`src/amg_pkg.sv`:
```
// Package for the address mode generator: register codes, mode codes, field positions.
// Assumes a 16-bit core with a 40 MHz clock and an AHB-Lite register port.
package amg_pkg;

    // Register offsets (byte addresses)
    localparam logic [7:0] AMG_CTRL_OFS   = 8'h00;
    localparam logic [7:0] AMG_INSTR_OFS  = 8'h04;
    localparam logic [7:0] AMG_OPER_OFS   = 8'h08;
    localparam logic [7:0] AMG_IPCS_OFS   = 8'h0C;
    localparam logic [7:0] AMG_EA_OFS     = 8'h10;
    localparam logic [7:0] AMG_OPVAL_OFS  = 8'h14;
    localparam logic [7:0] AMG_BLOCK_OFS  = 8'h18;
    localparam logic [7:0] AMG_GPR_OFS    = 8'h20; // Eight words, 0x20..0x3C
    localparam logic [7:0] AMG_SEG_OFS    = 8'h40; // Four words, 0x40..0x4C
    localparam logic [7:0] AMG_MEM_OFS    = 8'h50; // Memory answer word

    // Control register fields
    localparam int AMG_CTRL_GO_BIT   = 0;
    localparam int AMG_CTRL_STEP_BIT = 1;
    localparam int AMG_CTRL_WORD_BIT = 2;
    localparam int AMG_CTRL_DOWN_BIT = 3;
    localparam int AMG_CTRL_FAR_BIT  = 4;
    localparam int AMG_CTRL_DISP8_BIT = 5;

    // Instruction register fields
    localparam int AMG_MODE_LSB = 0;  // Addressing mode, 4 bits
    localparam int AMG_REG_LSB  = 4;  // gpr_select_field, 3 bits
    localparam int AMG_SREG_LSB = 7;  // segment_select_field, 2 bits
    localparam int AMG_MEM_LSB  = 9;  // operand_loc_field, 3 bits
    localparam int AMG_FORM_LSB = 12; // addr_form_field, 2 bits
    localparam int AMG_LEN_LSB  = 16; // Instruction length, 3 bits

    // Reset values
    localparam logic [15:0] AMG_IP_RST = 16'h0000;
    localparam logic [15:0] AMG_CS_RST = 16'hFFFF;

    // Word register codes in gpr_select_field order
    localparam logic [2:0] AMG_R_ACCUM = 3'h0;
    localparam logic [2:0] AMG_R_COUNT = 3'h1;
    localparam logic [2:0] AMG_R_DATA  = 3'h2;
    localparam logic [2:0] AMG_R_BASEW = 3'h3;
    localparam logic [2:0] AMG_R_STACK = 3'h4;
    localparam logic [2:0] AMG_R_FRAME = 3'h5;
    localparam logic [2:0] AMG_R_SRC   = 3'h6;
    localparam logic [2:0] AMG_R_DST   = 3'h7;

    // Segment codes
    localparam logic [1:0] AMG_S_DATA1 = 2'h0;
    localparam logic [1:0] AMG_S_CODE  = 2'h1;
    localparam logic [1:0] AMG_S_STACK = 2'h2;
    localparam logic [1:0] AMG_S_DATA0 = 2'h3;

    // Addressing modes
    typedef enum logic [3:0] {
        AMG_M_SEQ     = 4'h0,
        AMG_M_DIRECT  = 4'h1,
        AMG_M_REL     = 4'h2,
        AMG_M_REG     = 4'h3,
        AMG_M_REGIND  = 4'h4,
        AMG_M_INDEX   = 4'h5,
        AMG_M_BASED   = 4'h6,
        AMG_M_BASEIDX = 4'h7,
        AMG_M_OPIMM   = 4'h8,
        AMG_M_OPDIR   = 4'h9,
        AMG_M_OPIND   = 4'hA,
        AMG_M_BLOCK   = 4'hB,
        AMG_M_BITFLD  = 4'hC
    } amg_mode_type;

    // Execution states
    typedef enum logic [3:0] {
        AMG_ST_IDLE = 4'b0001,
        AMG_ST_LO   = 4'b0010,
        AMG_ST_HI   = 4'b0100,
        AMG_ST_DONE = 4'b1000
    } amg_state_type;

endpackage : amg_pkg

```
`src/amg_address_mode_generator.sv`:
```
// Address mode generator: branch targets, operand offsets, block stepping.
// Assumes one AHB-Lite master; memory words for indirect branches are supplied by software.
//
// What this block does
// - The pointer steps past each executed instruction unless a branch loads a target.
// - Direct branch loads two or four immediate bytes into pointer, or pointer and segment.
// - Relative branch adds a signed one- or two-byte displacement to the pointer.
// - A one-byte displacement is sign-extended to sixteen bits before the add.
// - The pointer used in the add is the next instruction's first byte.
// - Register branch copies one of eight general words, chosen by three bits.
// - Register-indirect branch reads word or double word at source, dest or base word.
// - Indexed branch adds signed displacement to source or dest index, then fetches.
// - Based branch adds signed displacement to frame base or base word, then fetches.
// - Based-indexed branch sums displacement, base and index, then fetches.
// - Operand register select decodes a three-bit and a two-bit field.
// - Size bit set picks word registers, clear picks byte halves.
// - Segment field picks code, stack, data zero or data one segment.
// - Immediate operand is the instruction constant itself, no memory access.
// - Direct memory operand offset is the sixteen-bit instruction constant.
// - Register-indirect operand offset comes from source, dest or base word.
// - Block and BCD string ops use source index as source, dest index as destination.
// - Bit-field ops use source and dest index as base registers.
// - Block elements step address by one or two, down when the flag is set.
// - Repeated block processing counts remaining elements in the counter word.
`timescale 1ns/1ps

module amg_address_mode_generator
    import amg_pkg::*;
(
    input  wire logic        hclk,
    input  wire logic        hresetn,
    input  wire logic        hsel,
    input  wire logic [31:0] haddr,
    input  wire logic [1:0]  htrans,
    input  wire logic        hwrite,
    input  wire logic [2:0]  hsize,
    input  wire logic [31:0] hwdata,
    input  wire logic        hready,
    output logic      [31:0] hrdata,
    output logic             hreadyout,
    output logic             hresp,
    output logic      [15:0] eff_addr,
    output logic             eff_addr_valid
);

    ////////////////////////////////////////////////////////////////////////////
    // Storage
    logic [15:0]   gpr_reg [8];
    logic [15:0]   seg_reg [4];
    logic [15:0]   instr_pointer_reg;
    logic [15:0]   code_segment_reg;
    logic [31:0]   instr_reg;
    logic [31:0]   oper_reg;
    logic [31:0]   mem_reg;
    logic [5:0]    ctrl_reg;
    logic [15:0]   ea_reg;
    logic [15:0]   opval_reg;
    logic          busy_reg;
    amg_state_type state_reg;
    logic          wr_pend_reg;
    logic [7:0]    wr_addr_reg;
    logic          rd_pend_reg;

    ////////////////////////////////////////////////////////////////////////////
    // Decoding functions
    // Byte view of register code: low halves then high halves of four words
    function automatic logic [7:0] byte_view(input logic [2:0] code, input logic [15:0] w0,
                                             input logic [15:0] w1, input logic [15:0] w2,
                                             input logic [15:0] w3);
        logic [15:0] w;
        w = 16'h0000;
        unique case (code[1:0])
            2'h0: w = w0;
            2'h1: w = w1;
            2'h2: w = w2;
            2'h3: w = w3;
        endcase
        return code[2] ? w[15:8] : w[7:0];
    endfunction : byte_view

    // Pointer register for indirect forms: 0 source, 1 dest, else base word
    function automatic logic [15:0] ind_pick(input logic [2:0] sel, input logic [15:0] src,
                                             input logic [15:0] dst, input logic [15:0] bw);
        return (sel == 3'h0) ? src : (sel == 3'h1) ? dst : bw;
    endfunction : ind_pick

    ////////////////////////////////////////////////////////////////////////////
    // Instruction fields
    amg_mode_type mode;
    logic [2:0]   reg_sel;
    logic [1:0]   sreg_sel;
    logic [2:0]   loc_sel;
    logic [1:0]   form_sel;
    logic [2:0]   ilen;
    logic [15:0]  disp16;
    logic [15:0]  imm_lo;
    logic [15:0]  imm_hi;
    logic [15:0]  next_ip;
    logic [15:0]  base_sel;
    logic [15:0]  index_sel;
    logic [15:0]  mem_ea;
    logic [15:0]  step;
    logic [5:0]   ctrl_now;

    assign mode     = amg_mode_type'(instr_reg[AMG_MODE_LSB +: 4]);
    assign reg_sel  = instr_reg[AMG_REG_LSB +: 3];
    assign sreg_sel = instr_reg[AMG_SREG_LSB +: 2];
    assign loc_sel  = instr_reg[AMG_MEM_LSB +: 3];
    assign form_sel = instr_reg[AMG_FORM_LSB +: 2];
    assign ilen     = instr_reg[AMG_LEN_LSB +: 3];
    assign imm_lo   = oper_reg[15:0];
    assign imm_hi   = oper_reg[31:16];

    // Control flags, live during their own write so GO and STEP see their mode bits
    assign ctrl_now = (wr_pend_reg && wr_addr_reg == AMG_CTRL_OFS) ? hwdata[5:0] : ctrl_reg;
    // Displacement, sign-extended when one byte wide
    assign disp16 = ctrl_now[AMG_CTRL_DISP8_BIT] ? {{8{imm_lo[7]}}, imm_lo[7:0]} : imm_lo;
    // Pointer past the current instruction
    assign next_ip = instr_pointer_reg + 16'(ilen);
    // Base and index choices from low field bits
    assign base_sel  = loc_sel[0] ? gpr_reg[AMG_R_BASEW] : gpr_reg[AMG_R_FRAME];
    assign index_sel = loc_sel[1] ? gpr_reg[AMG_R_DST] : gpr_reg[AMG_R_SRC];
    assign step      = ctrl_now[AMG_CTRL_WORD_BIT] ? 16'h0002 : 16'h0001;

    // Memory address for the fetching branch forms and operand forms
    always_comb
    begin
        mem_ea = 16'h0000;
        unique case (mode)
            AMG_M_REGIND, AMG_M_OPIND:
                mem_ea = ind_pick(form_sel == 2'h0 ? loc_sel : 3'h2, gpr_reg[AMG_R_SRC],
                                  gpr_reg[AMG_R_DST], gpr_reg[AMG_R_BASEW]);
            AMG_M_INDEX:   mem_ea = index_sel + disp16;
            AMG_M_BASED:   mem_ea = base_sel + disp16;
            AMG_M_BASEIDX: mem_ea = base_sel + index_sel + disp16;
            AMG_M_OPDIR:   mem_ea = imm_lo;
            AMG_M_BLOCK:   mem_ea = loc_sel[0] ? gpr_reg[AMG_R_DST] : gpr_reg[AMG_R_SRC];
            AMG_M_BITFLD:  mem_ea = loc_sel[0] ? gpr_reg[AMG_R_DST] : gpr_reg[AMG_R_SRC];
            default:       mem_ea = 16'h0000;
        endcase
    end
    logic fetches;
    assign fetches = (mode == AMG_M_REGIND) || (mode == AMG_M_INDEX) ||
                     (mode == AMG_M_BASED) || (mode == AMG_M_BASEIDX);

    ////////////////////////////////////////////////////////////////////////////
    // Bus slave: zero wait states, writes land on the data phase
    logic addr_ok;
    logic go_wr;
    logic step_wr;
    assign addr_ok   = hsel && htrans[1] && hready;
    assign hreadyout = 1'b1;
    assign hresp     = 1'b0;
    assign go_wr     = wr_pend_reg && (wr_addr_reg == AMG_CTRL_OFS) && hwdata[AMG_CTRL_GO_BIT];
    assign step_wr   = wr_pend_reg && (wr_addr_reg == AMG_CTRL_OFS) && hwdata[AMG_CTRL_STEP_BIT];

    // Address phase capture
    always_ff @(posedge hclk or negedge hresetn)
    begin
        if (!hresetn)
        begin
            wr_pend_reg <= 1'b0;
            rd_pend_reg <= 1'b0;
            wr_addr_reg <= 8'h00;
        end
        else
        begin
            wr_pend_reg <= addr_ok && hwrite;
            rd_pend_reg <= addr_ok && !hwrite;
            if (addr_ok)
                wr_addr_reg <= haddr[7:0];
        end
    end

    // Read data, registered from the address phase
    always_ff @(posedge hclk or negedge hresetn)
    begin
        if (!hresetn)
            hrdata <= 32'h0000_0000;
        else if (addr_ok && !hwrite)
        begin
            hrdata <= 32'h0000_0000;
            if (haddr[7:0] == AMG_CTRL_OFS)  hrdata <= {busy_reg, 25'h000_0000, ctrl_reg};
            if (haddr[7:0] == AMG_INSTR_OFS) hrdata <= instr_reg;
            if (haddr[7:0] == AMG_OPER_OFS)  hrdata <= oper_reg;
            if (haddr[7:0] == AMG_IPCS_OFS)  hrdata <= {code_segment_reg, instr_pointer_reg};
            if (haddr[7:0] == AMG_EA_OFS)    hrdata <= {16'h0000, ea_reg};
            if (haddr[7:0] == AMG_OPVAL_OFS) hrdata <= {16'h0000, opval_reg};
            if (haddr[7:0] == AMG_MEM_OFS)   hrdata <= mem_reg;
            if (haddr[7:5] == AMG_GPR_OFS[7:5])
                hrdata <= {16'h0000, gpr_reg[haddr[4:2]]};
            if (haddr[7:4] == AMG_SEG_OFS[7:4])
                hrdata <= {16'h0000, (haddr[3:2] == AMG_S_CODE) ? code_segment_reg : seg_reg[haddr[3:2]]};
        end
    end

    // Plain configuration registers
    always_ff @(posedge hclk or negedge hresetn)
    begin
        if (!hresetn)
        begin
            instr_reg <= 32'h0000_0000;
            oper_reg  <= 32'h0000_0000;
            mem_reg   <= 32'h0000_0000;
            ctrl_reg  <= 6'h00;
        end
        else if (wr_pend_reg)
        begin
            if (wr_addr_reg == AMG_INSTR_OFS) instr_reg <= hwdata;
            if (wr_addr_reg == AMG_OPER_OFS)  oper_reg  <= hwdata;
            if (wr_addr_reg == AMG_MEM_OFS)   mem_reg   <= hwdata;
            if (wr_addr_reg == AMG_CTRL_OFS)  ctrl_reg  <= {hwdata[5:2], 2'b00};
        end
    end

    ////////////////////////////////////////////////////////////////////////////
    // Sequencer: LO waits for software to supply the memory word; HI is never entered
    logic mem_wr;
    assign mem_wr = wr_pend_reg && (wr_addr_reg == AMG_MEM_OFS);

    always_ff @(posedge hclk or negedge hresetn)
    begin
        if (!hresetn)
            state_reg <= AMG_ST_IDLE;
        else
        begin
            unique case (state_reg)
                AMG_ST_IDLE: if (go_wr) state_reg <= fetches ? AMG_ST_LO : AMG_ST_DONE;
                AMG_ST_LO:   if (mem_wr) state_reg <= AMG_ST_DONE;
                AMG_ST_HI:   state_reg <= AMG_ST_DONE;
                AMG_ST_DONE: state_reg <= AMG_ST_IDLE;
                default:     state_reg <= AMG_ST_IDLE;
            endcase
        end
    end
    assign busy_reg = (state_reg != AMG_ST_IDLE);

    // Effective address output
    always_ff @(posedge hclk or negedge hresetn)
    begin
        if (!hresetn)
        begin
            ea_reg         <= 16'h0000;
            eff_addr       <= 16'h0000;
            eff_addr_valid <= 1'b0;
        end
        else
        begin
            eff_addr_valid <= 1'b0;
            if (state_reg == AMG_ST_IDLE && go_wr)
            begin
                ea_reg         <= mem_ea;
                eff_addr       <= mem_ea;
                eff_addr_valid <= (mode != AMG_M_OPIMM);
            end
        end
    end

    // Operand value: immediate or register view
    always_ff @(posedge hclk or negedge hresetn)
    begin
        if (!hresetn)
            opval_reg <= 16'h0000;
        else if (state_reg == AMG_ST_IDLE && go_wr)
        begin
            if (mode == AMG_M_OPIMM)
                opval_reg <= ctrl_now[AMG_CTRL_WORD_BIT] ? imm_lo : {8'h00, imm_lo[7:0]};
            else if (ctrl_now[AMG_CTRL_FAR_BIT])
                opval_reg <= (sreg_sel == AMG_S_CODE) ? code_segment_reg : seg_reg[sreg_sel];
            else if (ctrl_now[AMG_CTRL_WORD_BIT])
                opval_reg <= gpr_reg[reg_sel];
            else
                opval_reg <= {8'h00, byte_view(reg_sel, gpr_reg[AMG_R_ACCUM], gpr_reg[AMG_R_COUNT],
                                               gpr_reg[AMG_R_DATA], gpr_reg[AMG_R_BASEW])};
        end
    end

    ////////////////////////////////////////////////////////////////////////////
    // Instruction pointer and code segment
    always_ff @(posedge hclk or negedge hresetn)
    begin
        if (!hresetn)
        begin
            instr_pointer_reg <= AMG_IP_RST;
            code_segment_reg  <= AMG_CS_RST;
        end
        else if (state_reg == AMG_ST_IDLE && go_wr)
        begin
            unique case (mode)
                AMG_M_DIRECT:
                begin
                    instr_pointer_reg <= imm_lo;
                    if (ctrl_now[AMG_CTRL_FAR_BIT])
                        code_segment_reg <= imm_hi;
                end
                AMG_M_REL:  instr_pointer_reg <= next_ip + disp16;
                AMG_M_REG:  instr_pointer_reg <= gpr_reg[reg_sel];
                AMG_M_REGIND, AMG_M_INDEX, AMG_M_BASED, AMG_M_BASEIDX: instr_pointer_reg <= instr_pointer_reg;
                default:    instr_pointer_reg <= next_ip;
            endcase
        end
        else if (state_reg == AMG_ST_LO && mem_wr)
        begin
            instr_pointer_reg <= hwdata[15:0];
            if (ctrl_now[AMG_CTRL_FAR_BIT])
                code_segment_reg <= hwdata[31:16];
        end
        else if (wr_pend_reg && wr_addr_reg == AMG_SEG_OFS + 8'(4 * AMG_S_CODE))
            code_segment_reg <= hwdata[15:0];
    end

    ////////////////////////////////////////////////////////////////////////////
    // General and segment registers, with block stepping
    logic blk_go;
    logic dst_sel;
    assign blk_go  = step_wr && (mode == AMG_M_BLOCK) && (gpr_reg[AMG_R_COUNT] != 16'h0000);
    assign dst_sel = loc_sel[0];
    genvar gi;
    generate
        for (gi = 0; gi < 8; gi++)
        begin : g_gpr
            always_ff @(posedge hclk or negedge hresetn)
            begin
                if (!hresetn)
                    gpr_reg[gi] <= 16'h0000;
                else if (wr_pend_reg && wr_addr_reg == AMG_GPR_OFS + 8'(gi * 4))
                    gpr_reg[gi] <= hwdata[15:0];
                else if (blk_go && gi == int'(AMG_R_COUNT))
                    gpr_reg[gi] <= gpr_reg[gi] - 16'h0001;
                else if (blk_go && gi == int'(dst_sel ? AMG_R_DST : AMG_R_SRC))
                    gpr_reg[gi] <= hwdata[AMG_CTRL_DOWN_BIT] ? gpr_reg[gi] - step
                                                             : gpr_reg[gi] + step;
            end
        end
        for (gi = 0; gi < 4; gi++)
        begin : g_seg
            always_ff @(posedge hclk or negedge hresetn)
            begin
                if (!hresetn)
                    seg_reg[gi] <= 16'h0000;
                else if (wr_pend_reg && wr_addr_reg == AMG_SEG_OFS + 8'(gi * 4))
                    seg_reg[gi] <= hwdata[15:0];
            end
        end
    endgenerate

    ////////////////////////////////////////////////////////////////////////////
    // Checks
    property p_rel_target;
        @(posedge hclk) disable iff (!hresetn)
        (state_reg == AMG_ST_IDLE && go_wr && mode == AMG_M_REL)
            |=> instr_pointer_reg == $past(next_ip) + $past(disp16);
    endproperty
    a_rel_target: assert property (p_rel_target) else $error("relative target wrong");

    property p_seq_step;
        @(posedge hclk) disable iff (!hresetn)
        (state_reg == AMG_ST_IDLE && go_wr && mode == AMG_M_SEQ)
            |=> instr_pointer_reg == $past(instr_pointer_reg) + 16'($past(ilen));
    endproperty
    a_seq_step: assert property (p_seq_step) else $error("pointer did not advance");

    property p_fetch_done;
        @(posedge hclk) disable iff (!hresetn)
        (state_reg == AMG_ST_LO && mem_wr) |=> instr_pointer_reg == $past(hwdata[15:0]) ##1 !busy_reg;
    endproperty
    a_fetch_done: assert property (p_fetch_done) else $error("indirect target not loaded");

    property p_count_down;
        @(posedge hclk) disable iff (!hresetn)
        blk_go |=> gpr_reg[AMG_R_COUNT] == $past(gpr_reg[AMG_R_COUNT]) - 16'h0001;
    endproperty
    a_count_down: assert property (p_count_down) else $error("block count not decremented");

    property p_imm_noaccess;
        @(posedge hclk) disable iff (!hresetn)
        (state_reg == AMG_ST_IDLE && go_wr && mode == AMG_M_OPIMM) |=> !eff_addr_valid;
    endproperty
    a_imm_noaccess: assert property (p_imm_noaccess) else $error("immediate raised access");

    property p_disp_sext;
        @(posedge hclk) disable iff (!hresetn)
        ctrl_now[AMG_CTRL_DISP8_BIT] |-> disp16[15:8] == {8{imm_lo[7]}};
    endproperty
    a_disp_sext: assert property (p_disp_sext) else $error("displacement not sign-extended");

    property p_baseidx;
        @(posedge hclk) disable iff (!hresetn)
        (state_reg == AMG_ST_IDLE && go_wr && mode == AMG_M_BASEIDX)
            |=> eff_addr == $past(base_sel) + $past(index_sel) + $past(disp16) ##1 busy_reg;
    endproperty
    a_baseidx: assert property (p_baseidx) else $error("based-indexed address wrong");

    property p_direct_far;
        @(posedge hclk) disable iff (!hresetn)
        (state_reg == AMG_ST_IDLE && go_wr && mode == AMG_M_DIRECT && ctrl_now[AMG_CTRL_FAR_BIT])
            |=> code_segment_reg == $past(imm_hi) && instr_pointer_reg == $past(imm_lo);
    endproperty
    a_direct_far: assert property (p_direct_far) else $error("far direct target wrong");

endmodule : amg_address_mode_generator

```
`config.mk`:
```
export PLATFORM = sky130hd
export DESIGN_NAME = amg_address_mode_generator
export DESIGN_NICKNAME = d
export VERILOG_FILES = /design/src/amg_pkg.sv /design/src/amg_address_mode_generator.sv
export SDC_FILE = /design/constraint.sdc
export NUM_CORES = 1
export LEC_CHECK = 0
export BUFFER_PORTS_ARGS = -buffer_cell sky130_fd_sc_hd__buf_2
export CAP_MARGIN = 25
export CORE_UTILIZATION = 30
export CTS_CLUSTER_SIZE = 10
export DETAILED_ROUTE_END_ITERATION = 16
export PLACE_DENSITY = 0.55
export SYNTH_ARGS = -nofsm -noshare
export SYNTH_HDL_FRONTEND = slang
export SYNTH_SLANG_ARGS = --single-unit
```
`constraint.sdc`:
```
create_clock -name hclk -period 9.4 [get_ports hclk]
set_input_delay 0 -clock hclk [delete_from_list [all_inputs] [get_ports hclk]]
set_output_delay 0 -clock hclk [all_outputs]
set_load 0.03 [all_outputs]
```
After elaboration in Yosys (flattened, before gate mapping)
Index checks and enable logic that the tools add are counted.
{"block": "op_classes", "n_addsub": 23, "order_cmp": 4, "n_eq_ne": 59, "muxes": 79, "n_bitwise": 4, "n_reduce_logical": 63}
{"cell": "two-way mux 16 bit", "n": 53}
{"cell": "two-way mux 32 bit", "n": 9}
{"cell": "adder 16 x 2 -> 16 bit", "n": 8}
{"cell": "one-hot mux 16 bit (4 select lines)", "n": 2}
{"cell": "subtractor 16 x 2 -> 16 bit", "n": 8}
{"cell": "binary-select mux 16 bit (select 3 bit)", "n": 2}
{"cell": "== test 4 x 32 -> 1 bit (first input constant)", "n": 3}
{"cell": "one-hot mux 16 bit (6 select lines)", "n": 1}
{"cell": "adder 16 bit", "n": 5}
{"cell": "binary-select mux 16 bit (select 2 bit)", "n": 2}
{"cell": "== test 3 x 32 -> 1 bit (first input constant)", "n": 2}
{"cell": "== test 8 x 6 -> 1 bit (second input constant)", "n": 8}
{"cell": "== test 8 x 7 -> 1 bit (second input constant)", "n": 6}
{"cell": "== test 2 x 32 -> 1 bit (first input constant)", "n": 1}
{"cell": "logical AND 1 bit", "n": 32}
{"cell": "zero test 32 bit", "n": 1}
{"cell": "== test 4 x 3 -> 1 bit (second input constant)", "n": 6}
{"cell": "== test 8 x 4 -> 1 bit (second input constant)", "n": 3}
{"cell": "== test 4 bit (second input constant)", "n": 5}
{"cell": "adder 16 x 3 -> 16 bit", "n": 1}
{"cell": "== test 8 x 3 -> 1 bit (second input constant)", "n": 2}
{"cell": "== test 8 x 5 -> 1 bit (second input constant)", "n": 2}
{"cell": "zero test 8 bit", "n": 2}
{"cell": "nonzero test 16 bit", "n": 1}
{"cell": "other kinds (32)", "n": 67}
{"block": "totals", "register_bits": 402, "in_bits": 74, "out_inout_bits": 51, "elab_cells": 257}

Longest topological paths before layout
Gate-level depths: netlist of run 1.
{"block": "logic_depth", "word_depth": 10, "depth_mapped": 20, "mapped_depth_nobuf": 18}

Worst setup path before layout of run 1
OpenSTA, ideal clock, no wires.
{"block": "synth_timing", "path_kind": "register to register", "start": "reg wr_addr_reg[5]", "end": "reg gpr_reg[31] (netlist bit)", "setup_time_ns": 0.126, "arrival_time_ns": 4.522, "required_ns": 9.274, "path_slack_ns": 4.752, "stages_incl_launch_ff": 19, "n_path_buf": 3, "cell_sequence": "dfrtp_1 > buf_6 > or4_4 > and3b_1 > buf_6 > mux2i_1 > clkbuf_1 > and2_1 > ha_1 > nor2b_1 > o21a_1 > o21ai_0 > a211oi_1 > o41ai_1 > o211ai_1 > o41ai_1 > xor2_1 > a21o_1 > a221o_1"}
{"block": "synth_between", "elab_chain_cells": 8, "word_cells_on_any_way": 16}
{"item": "start: declaration", "line": "amg_address_mode_generator.sv:61", "rtl": "logic [7:0] wr_addr_reg;"}
{"item": "start signal: assignment", "line": "amg_address_mode_generator.sv:171", "rtl": "wr_addr_reg <= haddr[7:0];"}
{"item": "zero test 8 bit", "line": "amg_address_mode_generator.sv:115, amg_address_mode_generator.sv:155"}
{"item": "logical AND 1 bit", "line": "amg_address_mode_generator.sv:115, amg_address_mode_generator.sv:155"}
{"item": "two-way mux 6 bit", "line": "amg_address_mode_generator.sv:115", "rtl": "assign ctrl_now = (wr_pend_reg && wr_addr_reg == AMG_CTRL_OFS) ? hwdata[5:0] : ctrl_reg;"}
{"item": "two-way mux 2 bit", "line": "amg_address_mode_generator.sv:123", "rtl": "assign step = ctrl_now[AMG_CTRL_WORD_BIT] ? 16'h0002 : 16'h0001;"}
{"item": "adder 16 x 2 -> 16 bit or subtractor 16 x 2 -> 16 bit (tied branches)", "line": "amg_address_mode_generator.sv:332, amg_address_mode_generator.sv:331"}
{"item": "two-way mux 16 bit", "line": "amg_address_mode_generator.sv:331", "rtl": "gpr_reg[gi] <= hwdata[AMG_CTRL_DOWN_BIT] ? gpr_reg[gi] - step"}
{"item": "two-way mux 16 bit", "line": "amg_address_mode_generator.sv:330", "rtl": "else if (blk_go && gi == int'(dst_sel ? AMG_R_DST : AMG_R_SRC))"}
{"item": "two-way mux 16 bit", "line": "amg_address_mode_generator.sv:326", "rtl": "else if (wr_pend_reg && wr_addr_reg == AMG_GPR_OFS + 8'(gi * 4))"}
{"item": "end signal: indexed assignment", "line": "amg_address_mode_generator.sv:327", "rtl": "gpr_reg[gi] <= hwdata[15:0];"}
{"item": "end signal: indexed assignment", "line": "amg_address_mode_generator.sv:329", "rtl": "gpr_reg[gi] <= gpr_reg[gi] - 16'h0001;"}
{"item": "end signal: indexed assignment", "line": "amg_address_mode_generator.sv:331"}
{"item": "end: declaration", "line": "amg_address_mode_generator.sv:48", "rtl": "logic [15:0] gpr_reg [8];"}
Several ways; a longest one is shown, not always the timed one. The select of a mux whose other input is x is not followed.
A chain may end at the register's enable or synchronous reset.

Worst setup path after layout of run 1
{"block": "layout_timing", "start": "reg wr_addr_reg[5]", "end": "reg ea_reg[15]"}
{"block": "layout_between", "elab_chain_cells": 6, "word_cells_on_any_way": 10}
{"item": "zero test 8 bit (*)", "line": "amg_address_mode_generator.sv:115, amg_address_mode_generator.sv:154"}
{"item": "logical AND 1 bit (*)", "line": "amg_address_mode_generator.sv:115, amg_address_mode_generator.sv:154"}
{"item": "two-way mux 6 bit", "line": "amg_address_mode_generator.sv:115"}
{"item": "two-way mux 16 bit", "line": "amg_address_mode_generator.sv:117", "rtl": "assign disp16 = ctrl_now[AMG_CTRL_DISP8_BIT] ? {{8{imm_lo[7]}}, imm_lo[7:0]} : imm_lo;"}
{"item": "adder 16 bit, on equally long branches", "line": "amg_address_mode_generator.sv:135, amg_address_mode_generator.sv:133, amg_address_mode_generator.sv:134"}
{"item": "one-hot mux 16 bit (6 select lines)", "line": "amg_address_mode_generator.sv:129", "rtl": "unique case (mode)"}
{"item": "end signal: assignment", "line": "amg_address_mode_generator.sv:252", "rtl": "ea_reg <= mem_ea;"}
{"item": "end: declaration", "line": "amg_address_mode_generator.sv:56", "rtl": "logic [15:0] ea_reg;"}
Every way passes the cells marked *; elsewhere a longest branch is shown, timed or not.

==> reports/metrics.cfg, run 1 <==
[status]
status=finished, final reports clean

[cells_and_area]
n_fill_cell=8293
largest_reg_flops=128
stdcell_count=3563
syn_to_final_growth_pct=13.9
multi_input_area_mm2=0.0149
final_layout_size_suffix_gt1_share_pct=27.2
fin_nets=2615
seqCellArea_mm2=0.00966

[drt]
drtAntennaViolNets=0
first_pass_iters=6
wl_per_cell_um=26.9
first_iter_violations=2347
drc=0
finalWirelength_mm=96.0
route.vias.total=20800
post_drt_via_cell_ratio=5.84

[critical_path]
crit_fanout=12
cp_slowest_cell=mux2i_2
crit_top_cell=a21oi_1
path_cells=or4_4 -> and3b_1 -> buf_4 -> mux2i_2 -> a21oi_2 -> inv_2 -> xnor2_1 -> ha_1 -> o21bai_1 -> ha_1 -> a21o_1 -> a21o_1 -> a21oi_1 -> o21ai_0 -> a21oi_1 -> o21ai_0 -> xnor2_1 -> a21oi_1 -> a21oi_1
crit_arrival_ns=5.76
critical_path_class=reg2reg
cp_slowest_stage_delay_ns=0.76
cp-start-kind=flip-flop
endpoint_kind=flip-flop
required_ns=9.91
rrSetupSlack_ns=4.15

[synthesis]
yosysTopAreaCell=dfrtp_1
synth-seq-cells=385
yosys.cell_types.count=81
synth_area_mm2=0.0253
synth-edff-count=0
syn_inst=2368
yosysTopAreaCellShare_pct=36.4
synth-async-reset-ratio_pct=100
synth_seq_area_share_pct=38.2
syn_area_per_cell_um2=10.7
yosysWarnings=0
yosys-top-cells-area=dfrtp_1 36%, mux2_2 14%, mux4_2 8.9%, ha_1 3.7%, nand2_1 3.2%
synth_flop_cell=dfrtp_1
syn_nets=2534

[timing]
setup_slack_ns=4.15
finalClockSkew_ns=0.0289
rsz0062_at_grt=false
worstMarginPinSlew_ns=1.13
tns_ns=0
final_max_slew_viol_count=0
setup_viol_count_final=0
clock.fmax_ghz=0.191
min_period_ns=5.25
fin_crit_sh_pct=55.8
relSlewSlack_pct=23.9
hold_viol_final=0

[cts]
cts_tree=built
clk_latency_ns=0.61
cts_made_buffers=47
cts_buffer_depth=3
post_cts_buffers=0
clk_root_buffer_cell=clkbuf_16
cts_sinks=385
h-tree-depth=2
clkSlewWorstSetupHoldPaths_ns=0.06

[floorplan]
fp.dieArea_mm2=0.0854
core_mm2=0.0836
row_count=106
dieWidth_um=292
initial_core_util_pct=30.3
ioPinCount=125
die_y_um=292

[global_route]
gr-total-overflow=0
grt_pass1_wl_mm=141
antenna_found_initial=5
grt_max_degree=116
grt_pass1_vias=20700
grt_usage_pct=22.2

[run]
cap_violations=0

[pwr]
leakage_uw=0.0127
power_uw=4160
ir_drop_mv=0.107
pwr_density_cell_mw_per_mm2=144

[place]
dp_slack_ns=4.19
placedCellCount=3440
post-dp-hpwl_mm=68.7
place.gp.congestion=0.985
io_buffers=94

[worst_hold_path]
hold_class=in2async

[where the power goes]
group	internal [uW]	switching, uW	leakage, uW
Combinational	267	403	0.00694
Sequential	1730	80.9	0.00508
Clock	944	739	0.000660
Total	2940	1220	0.0127
[cells in the mapped netlist (19+ instances only)]
cell and number:
nor3_1 42, dfrtp_1 368, o211ai_1 21, a21oi_1 104, ha_1 75, o21ai_0 154
clkbuf_1 135, inv_1 38, nand2_1 213, mux2i_1 70, xnor2_1 55, nand3_1 28
a31oi_1 24, nand2b_1 26, mux2_2 316, a22oi_1 57, nor2_1 143, a211oi_1 32
a22o_1 31, xor2_1 36, a21o_1 20, o22ai_1 19, mux4_2 100
[critical path: cells and delay by family, from the launching register on]
family | cells | cell delay, ns
AOI/OAI and AO/OA | 10 | 1.83
and+or+nand+nor | 2 | 0.78
muxes | 1 | 0.76
adders and majority gates | 2 | 0.59
DFF | 1 | 0.45
buffers and inverters | 2 | 0.42
xor gates and xnor gates | 2 | 0.31
[final timing paths]
path                                 from      endpoint  depth (start not counted)
max in group asynchronous         hresetn  gpr_reg[101]                          5
hold reg to reg                 hrdata[9]     hrdata[9]                          2
setup reg to reg           wr_addr_reg[5]    ea_reg[15]                         19
hold / removal                    hresetn    hrdata[23]                          2
min in group hclk              hwdata[11]  gpr_reg[107]                          3
setup / recovery           wr_addr_reg[5]    ea_reg[15]                         19
[cell type report]
cell class / count / share of cell area [%]
well taps: 1080 / 4.69
diodes: 3 / 0.0261
multi-input cells: 1783 / 51.7
clock inverters: 7 / 0.261
inverters: 40 / 0.521
repair buffers: 192 / 4.73
flip-flops and latches: 385 / 33.5
clock buffers: 73 / 4.49
[metal layers]
metal	wire length [um]	vias to the layer above	track usage (%)	share of wire, %
met5	7	-	0	0.0073
met3	7270	199	3.65	7.6
met1	40000	10700	29.8	42
met2	43500	880	34.7	45
li1	-	9019	-	-
met4	5250	2	11.0	5.5
[per-stage QoR]
| step | hold slack (ns) | util [%] | cell area (um2) |
|---|---|---|---|
| 2_1_floorplan | -0.296 | - | 25300 |
| 3_3_place_gp | 0.140 | 32.2 | 26900 |
| 3_5_place_dp | 0.151 | 32.3 | 27000 |
| 4_1_cts | 0.0185 | 34.4 | 28700 |
| 5_1_grt | 0.0674 | 34.5 | 28800 |
| 6_report | 0.0463 | 34.5 | 28800 |
[what timing repair did]
item                                   in CTS  in global routing
resized for setup                           0                  0
endpoints found under the hold margin     207                  0
hold buffers                               37                  0
[cells by family after synthesis]
family                     share of synthesized area (%)
adders and majority gates                           5.15
muxes                                               25.8
other                                             0.0297
DFF                                                 38.2
buffers and inverters                               3.10
xor gates and xnor gates                            3.24
AOI/OAI and AO/OA                                   14.9
and+or+nand+nor                                     9.63
[cell usage in the layout (no fill, tap or decap), types with 21 or more instances in the layout]
master	instances
xnor2_1	55
a22o_1	31
a31oi_1	24
mux2_2	316
o211ai_1	21
a211oi_1	32
buf_4	57
nand2b_1	24
dlygate4sd3_1	37
a22oi_1	57
a21oi_1	104
nor2_1	142
clkbuf_1	24
inv_1	38
dfrtp_1	367
nand3_1	27
o21ai_0	153
nor3_1	38
ha_1	75
mux4_2	100
clkbuf_16	47
buf_2	91
xor2_1	36
mux2i_1	70
nand2_1	213
Power figures use the tool's default switching activity.
==> inputs of run 2 (changes only) <==
clock period = 5.42 ns   (was 9.4 ns; I/O delays follow)
==> run 2 against run 1 <==
Effect of this change:
- non-clock buffer count increased by 16
- sequential power is 74% higher
- clock power grew 94%
- critical path type unchanged
- sequential share of layout area is 0.39 points lower
- clock skew decreased by 0.0010 ns
- largest cell class unchanged
- routed wire length grew 1.1%
- count of clock-buffer cells in the layout unchanged
- via count rose by 1.3%
- power increased by 82%
- maximum frequency rose by 5.7%
- register-to-register slack worse by 3.7 ns
- cell area grew 1.2%
==> reports/metrics.cfg, run 2 (synthesis gave the netlist of run 1 again) <==
[floorplan]
row_count=106  ; unchanged
initial_core_util_pct=30.3  ; unchanged
ioPinCount=125  ; unchanged
core_mm2=0.0836  ; unchanged
fp.dieArea_mm2=0.0854  ; unchanged
dieWidth_um=292  ; unchanged
die_y_um=292  ; unchanged

[global_route]
antenna_found_initial=6  ; was 5
gr-total-overflow=0  ; unchanged
met2_usage_pct=34.9  ; was 34.7%
grt_pass1_wl_mm=142  ; was 141 mm
grt_max_degree=126  ; was 116
grt_pass1_vias=20900  ; was 20700
met1_usage_pct=29.9  ; was 29.8%
met3_usage_pct=3.59  ; was 3.65%
grt_usage_pct=22.4  ; was 22.2%
busiest_layer=met2  ; unchanged

[cells_and_area]
final_cell_mix=367 x dfrtp_1, 316 x mux2_2, 213 x nand2_1  ; unchanged
largest_reg_flops=128  ; unchanged
final_layout_size_suffix_gt1_share_pct=27.9  ; was 27.2%
final_common_cell=dfrtp_1  ; unchanged
final_cell_area_mm2=0.0291  ; was 0.0288 mm2
syn_to_final_growth_pct=15.3  ; was 13.9%
fin_nets=2632  ; was 2615

[critical_path]
reg2reg_depth=16  ; was 19
cp_slowest_cell=and3b_1  ; was mux2i_2
cp_slowest_stage_delay_ns=0.56  ; was 0.76 ns
crit_buf_inv=1  ; was 2
required_ns=5.91  ; was 9.91 ns
endpoint_kind=flip-flop  ; unchanged
cp.depth=16  ; was 19
cp-start-kind=flip-flop  ; unchanged
critical_path_class=reg2reg  ; unchanged
crit_fanout=8  ; was 12
crit_arrival_ns=5.46  ; was 5.76 ns
crit_top_cell=o41ai_1  ; was a21oi_1
crit_family=compound AO/OA/AOI/OAI gates  ; unchanged
path_cells=or4_4 -> and3b_1 -> mux2i_1 -> buf_4 -> and2_1 -> ha_1 -> nor2b_1 -> o21a_1 -> o21ai_0 -> a211oi_1 -> o41ai_1 -> o211ai_1 -> o41ai_1 -> xor2_1 -> a21o_1 -> a221o_1  ; was or4_4 -> and3b_1 -> buf_4 -> mux2i_2 -> a21oi_2 -> inv_2 -> xnor2_1 -> ha_1 -> o21bai_1 -> ha_1 -> a21o_1 -> a21o_1 -> a21oi_1 -> o21ai_0 -> a21oi_1 -> o21ai_0 -> xnor2_1 -> a21oi_1 -> a21oi_1

[timing]
finalClockSkew_ns=0.0279  ; was 0.0289 ns
tns_ns=0  ; unchanged
setup_slack_ns=0.457  ; was 4.15 ns
whs_ns=0.0483  ; was 0.0463 ns
relSlewSlack_pct=24.8  ; was 23.9%
final_max_slew_viol_count=0  ; unchanged
fin_crit_sh_pct=91.6  ; was 55.8%
rsz0062_at_grt=false  ; unchanged
worstMarginPinSlew_ns=1.10  ; was 1.13 ns
hold_viol_final=0  ; unchanged
setup_viol_count_final=0  ; unchanged
min_period_ns=4.96  ; was 5.25 ns
clock.fmax_ghz=0.201  ; was 0.191 GHz

[place]
dp_slack_ns=0.508  ; was 4.19 ns
place_area_mm2=0.0271  ; was 0.0270 mm2
io_buffers=94  ; unchanged
post-dp-hpwl_mm=69.5  ; was 68.7 mm
place.gp.congestion=0.943  ; was 0.985

[drt]
drc=0  ; unchanged
drtAntennaViolNets=0  ; unchanged
finalWirelength_mm=97.1  ; was 96.0 mm
first_pass_iters=7  ; was 6
wl_per_cell_um=27.1  ; was 26.9 um
first_iter_violations=2290  ; was 2347
route.vias.total=21100  ; was 20800
post_drt_via_cell_ratio=5.89  ; was 5.84

[pwr]
leakage_uw=0.0129  ; was 0.0127 uW
pwr_density_cell_mw_per_mm2=260  ; was 144 mW/mm2
ir_drop_mv=0.230  ; was 0.107 mV
power_uw=7570  ; was 4160 uW

[cts]
cts_resized=0  ; unchanged
clk_root_buffer_cell=clkbuf_16  ; unchanged
cts_buffer_depth=3  ; unchanged
cts_tree=built  ; unchanged
h-tree-depth=2  ; unchanged
cts_sinks=385  ; unchanged
clk_latency_ns=0.63  ; was 0.61 ns
cts_made_buffers=48  ; was 47
clkSlewWorstSetupHoldPaths_ns=0.06  ; about the same
post_cts_buffers=0  ; unchanged

[run]
cap_violations=0  ; unchanged

[worst_hold_path]
hold_class=in2reg  ; was in2async
holdPathStages=3

[status]
status=finished, final reports clean  ; unchanged

[run 2: routing by layer]
metal	vias to the layer above	wire [um]
met4	2	5390
met3	214	6720
li1	9076	-
met2	913	44200
met1	10900	40800
met5	-	8
[run 2: repair_timing]
action                                 CTS  global route
hold buffers                            40             0
endpoints found under the hold margin  172             0
setup endpoints to repair                0             0
[run 2: layout make-up]
type	instances	area [um2]
well taps	1080	1350
flip-flops and latches	385	9660
repair buffers	208	1520
inverters	40	150
clock buffers	73	1350
multi-input cells	1783	14900
diodes	3	7.51
fillers	8281	54400
clock inverters	10	208
[run 2: tightest hold or removal path: cells and delay by family]
family	cells	cell delay (ns)
compound gates	2	0.29
buf+inv	1	0.31
[run 2: power by group]
group          switching [uW]  internal, uW
clock                    1350          1910
sequential                157          2990
combinational             692           471
[run 2: stage by stage]
step	util, %	instances
floorplan	-	2368
global placement	32.4	3449
detailed placement	32.4	3451
CTS	34.8	3574
global route	34.9	3581
finish	34.9	3582
[run 2: worst paths after layout]
| path | start | end | slack [ns] |
|---|---|---|---|
| min in group asynchronous | hresetn | code_segment_reg[7] | 0.56 |
| setup reg to reg | wr_addr_reg[5] | gpr_reg[31] | 0.46 |
| max in group asynchronous | hresetn | instr_reg[4] | 3.95 |
| hold / removal | hwdata[6] | instr_pointer_reg[6] | 0.05 |
| hold reg to reg | hrdata[4] | hrdata[4] | 0.47 |
| setup / recovery | wr_addr_reg[5] | gpr_reg[31] | 0.46 |
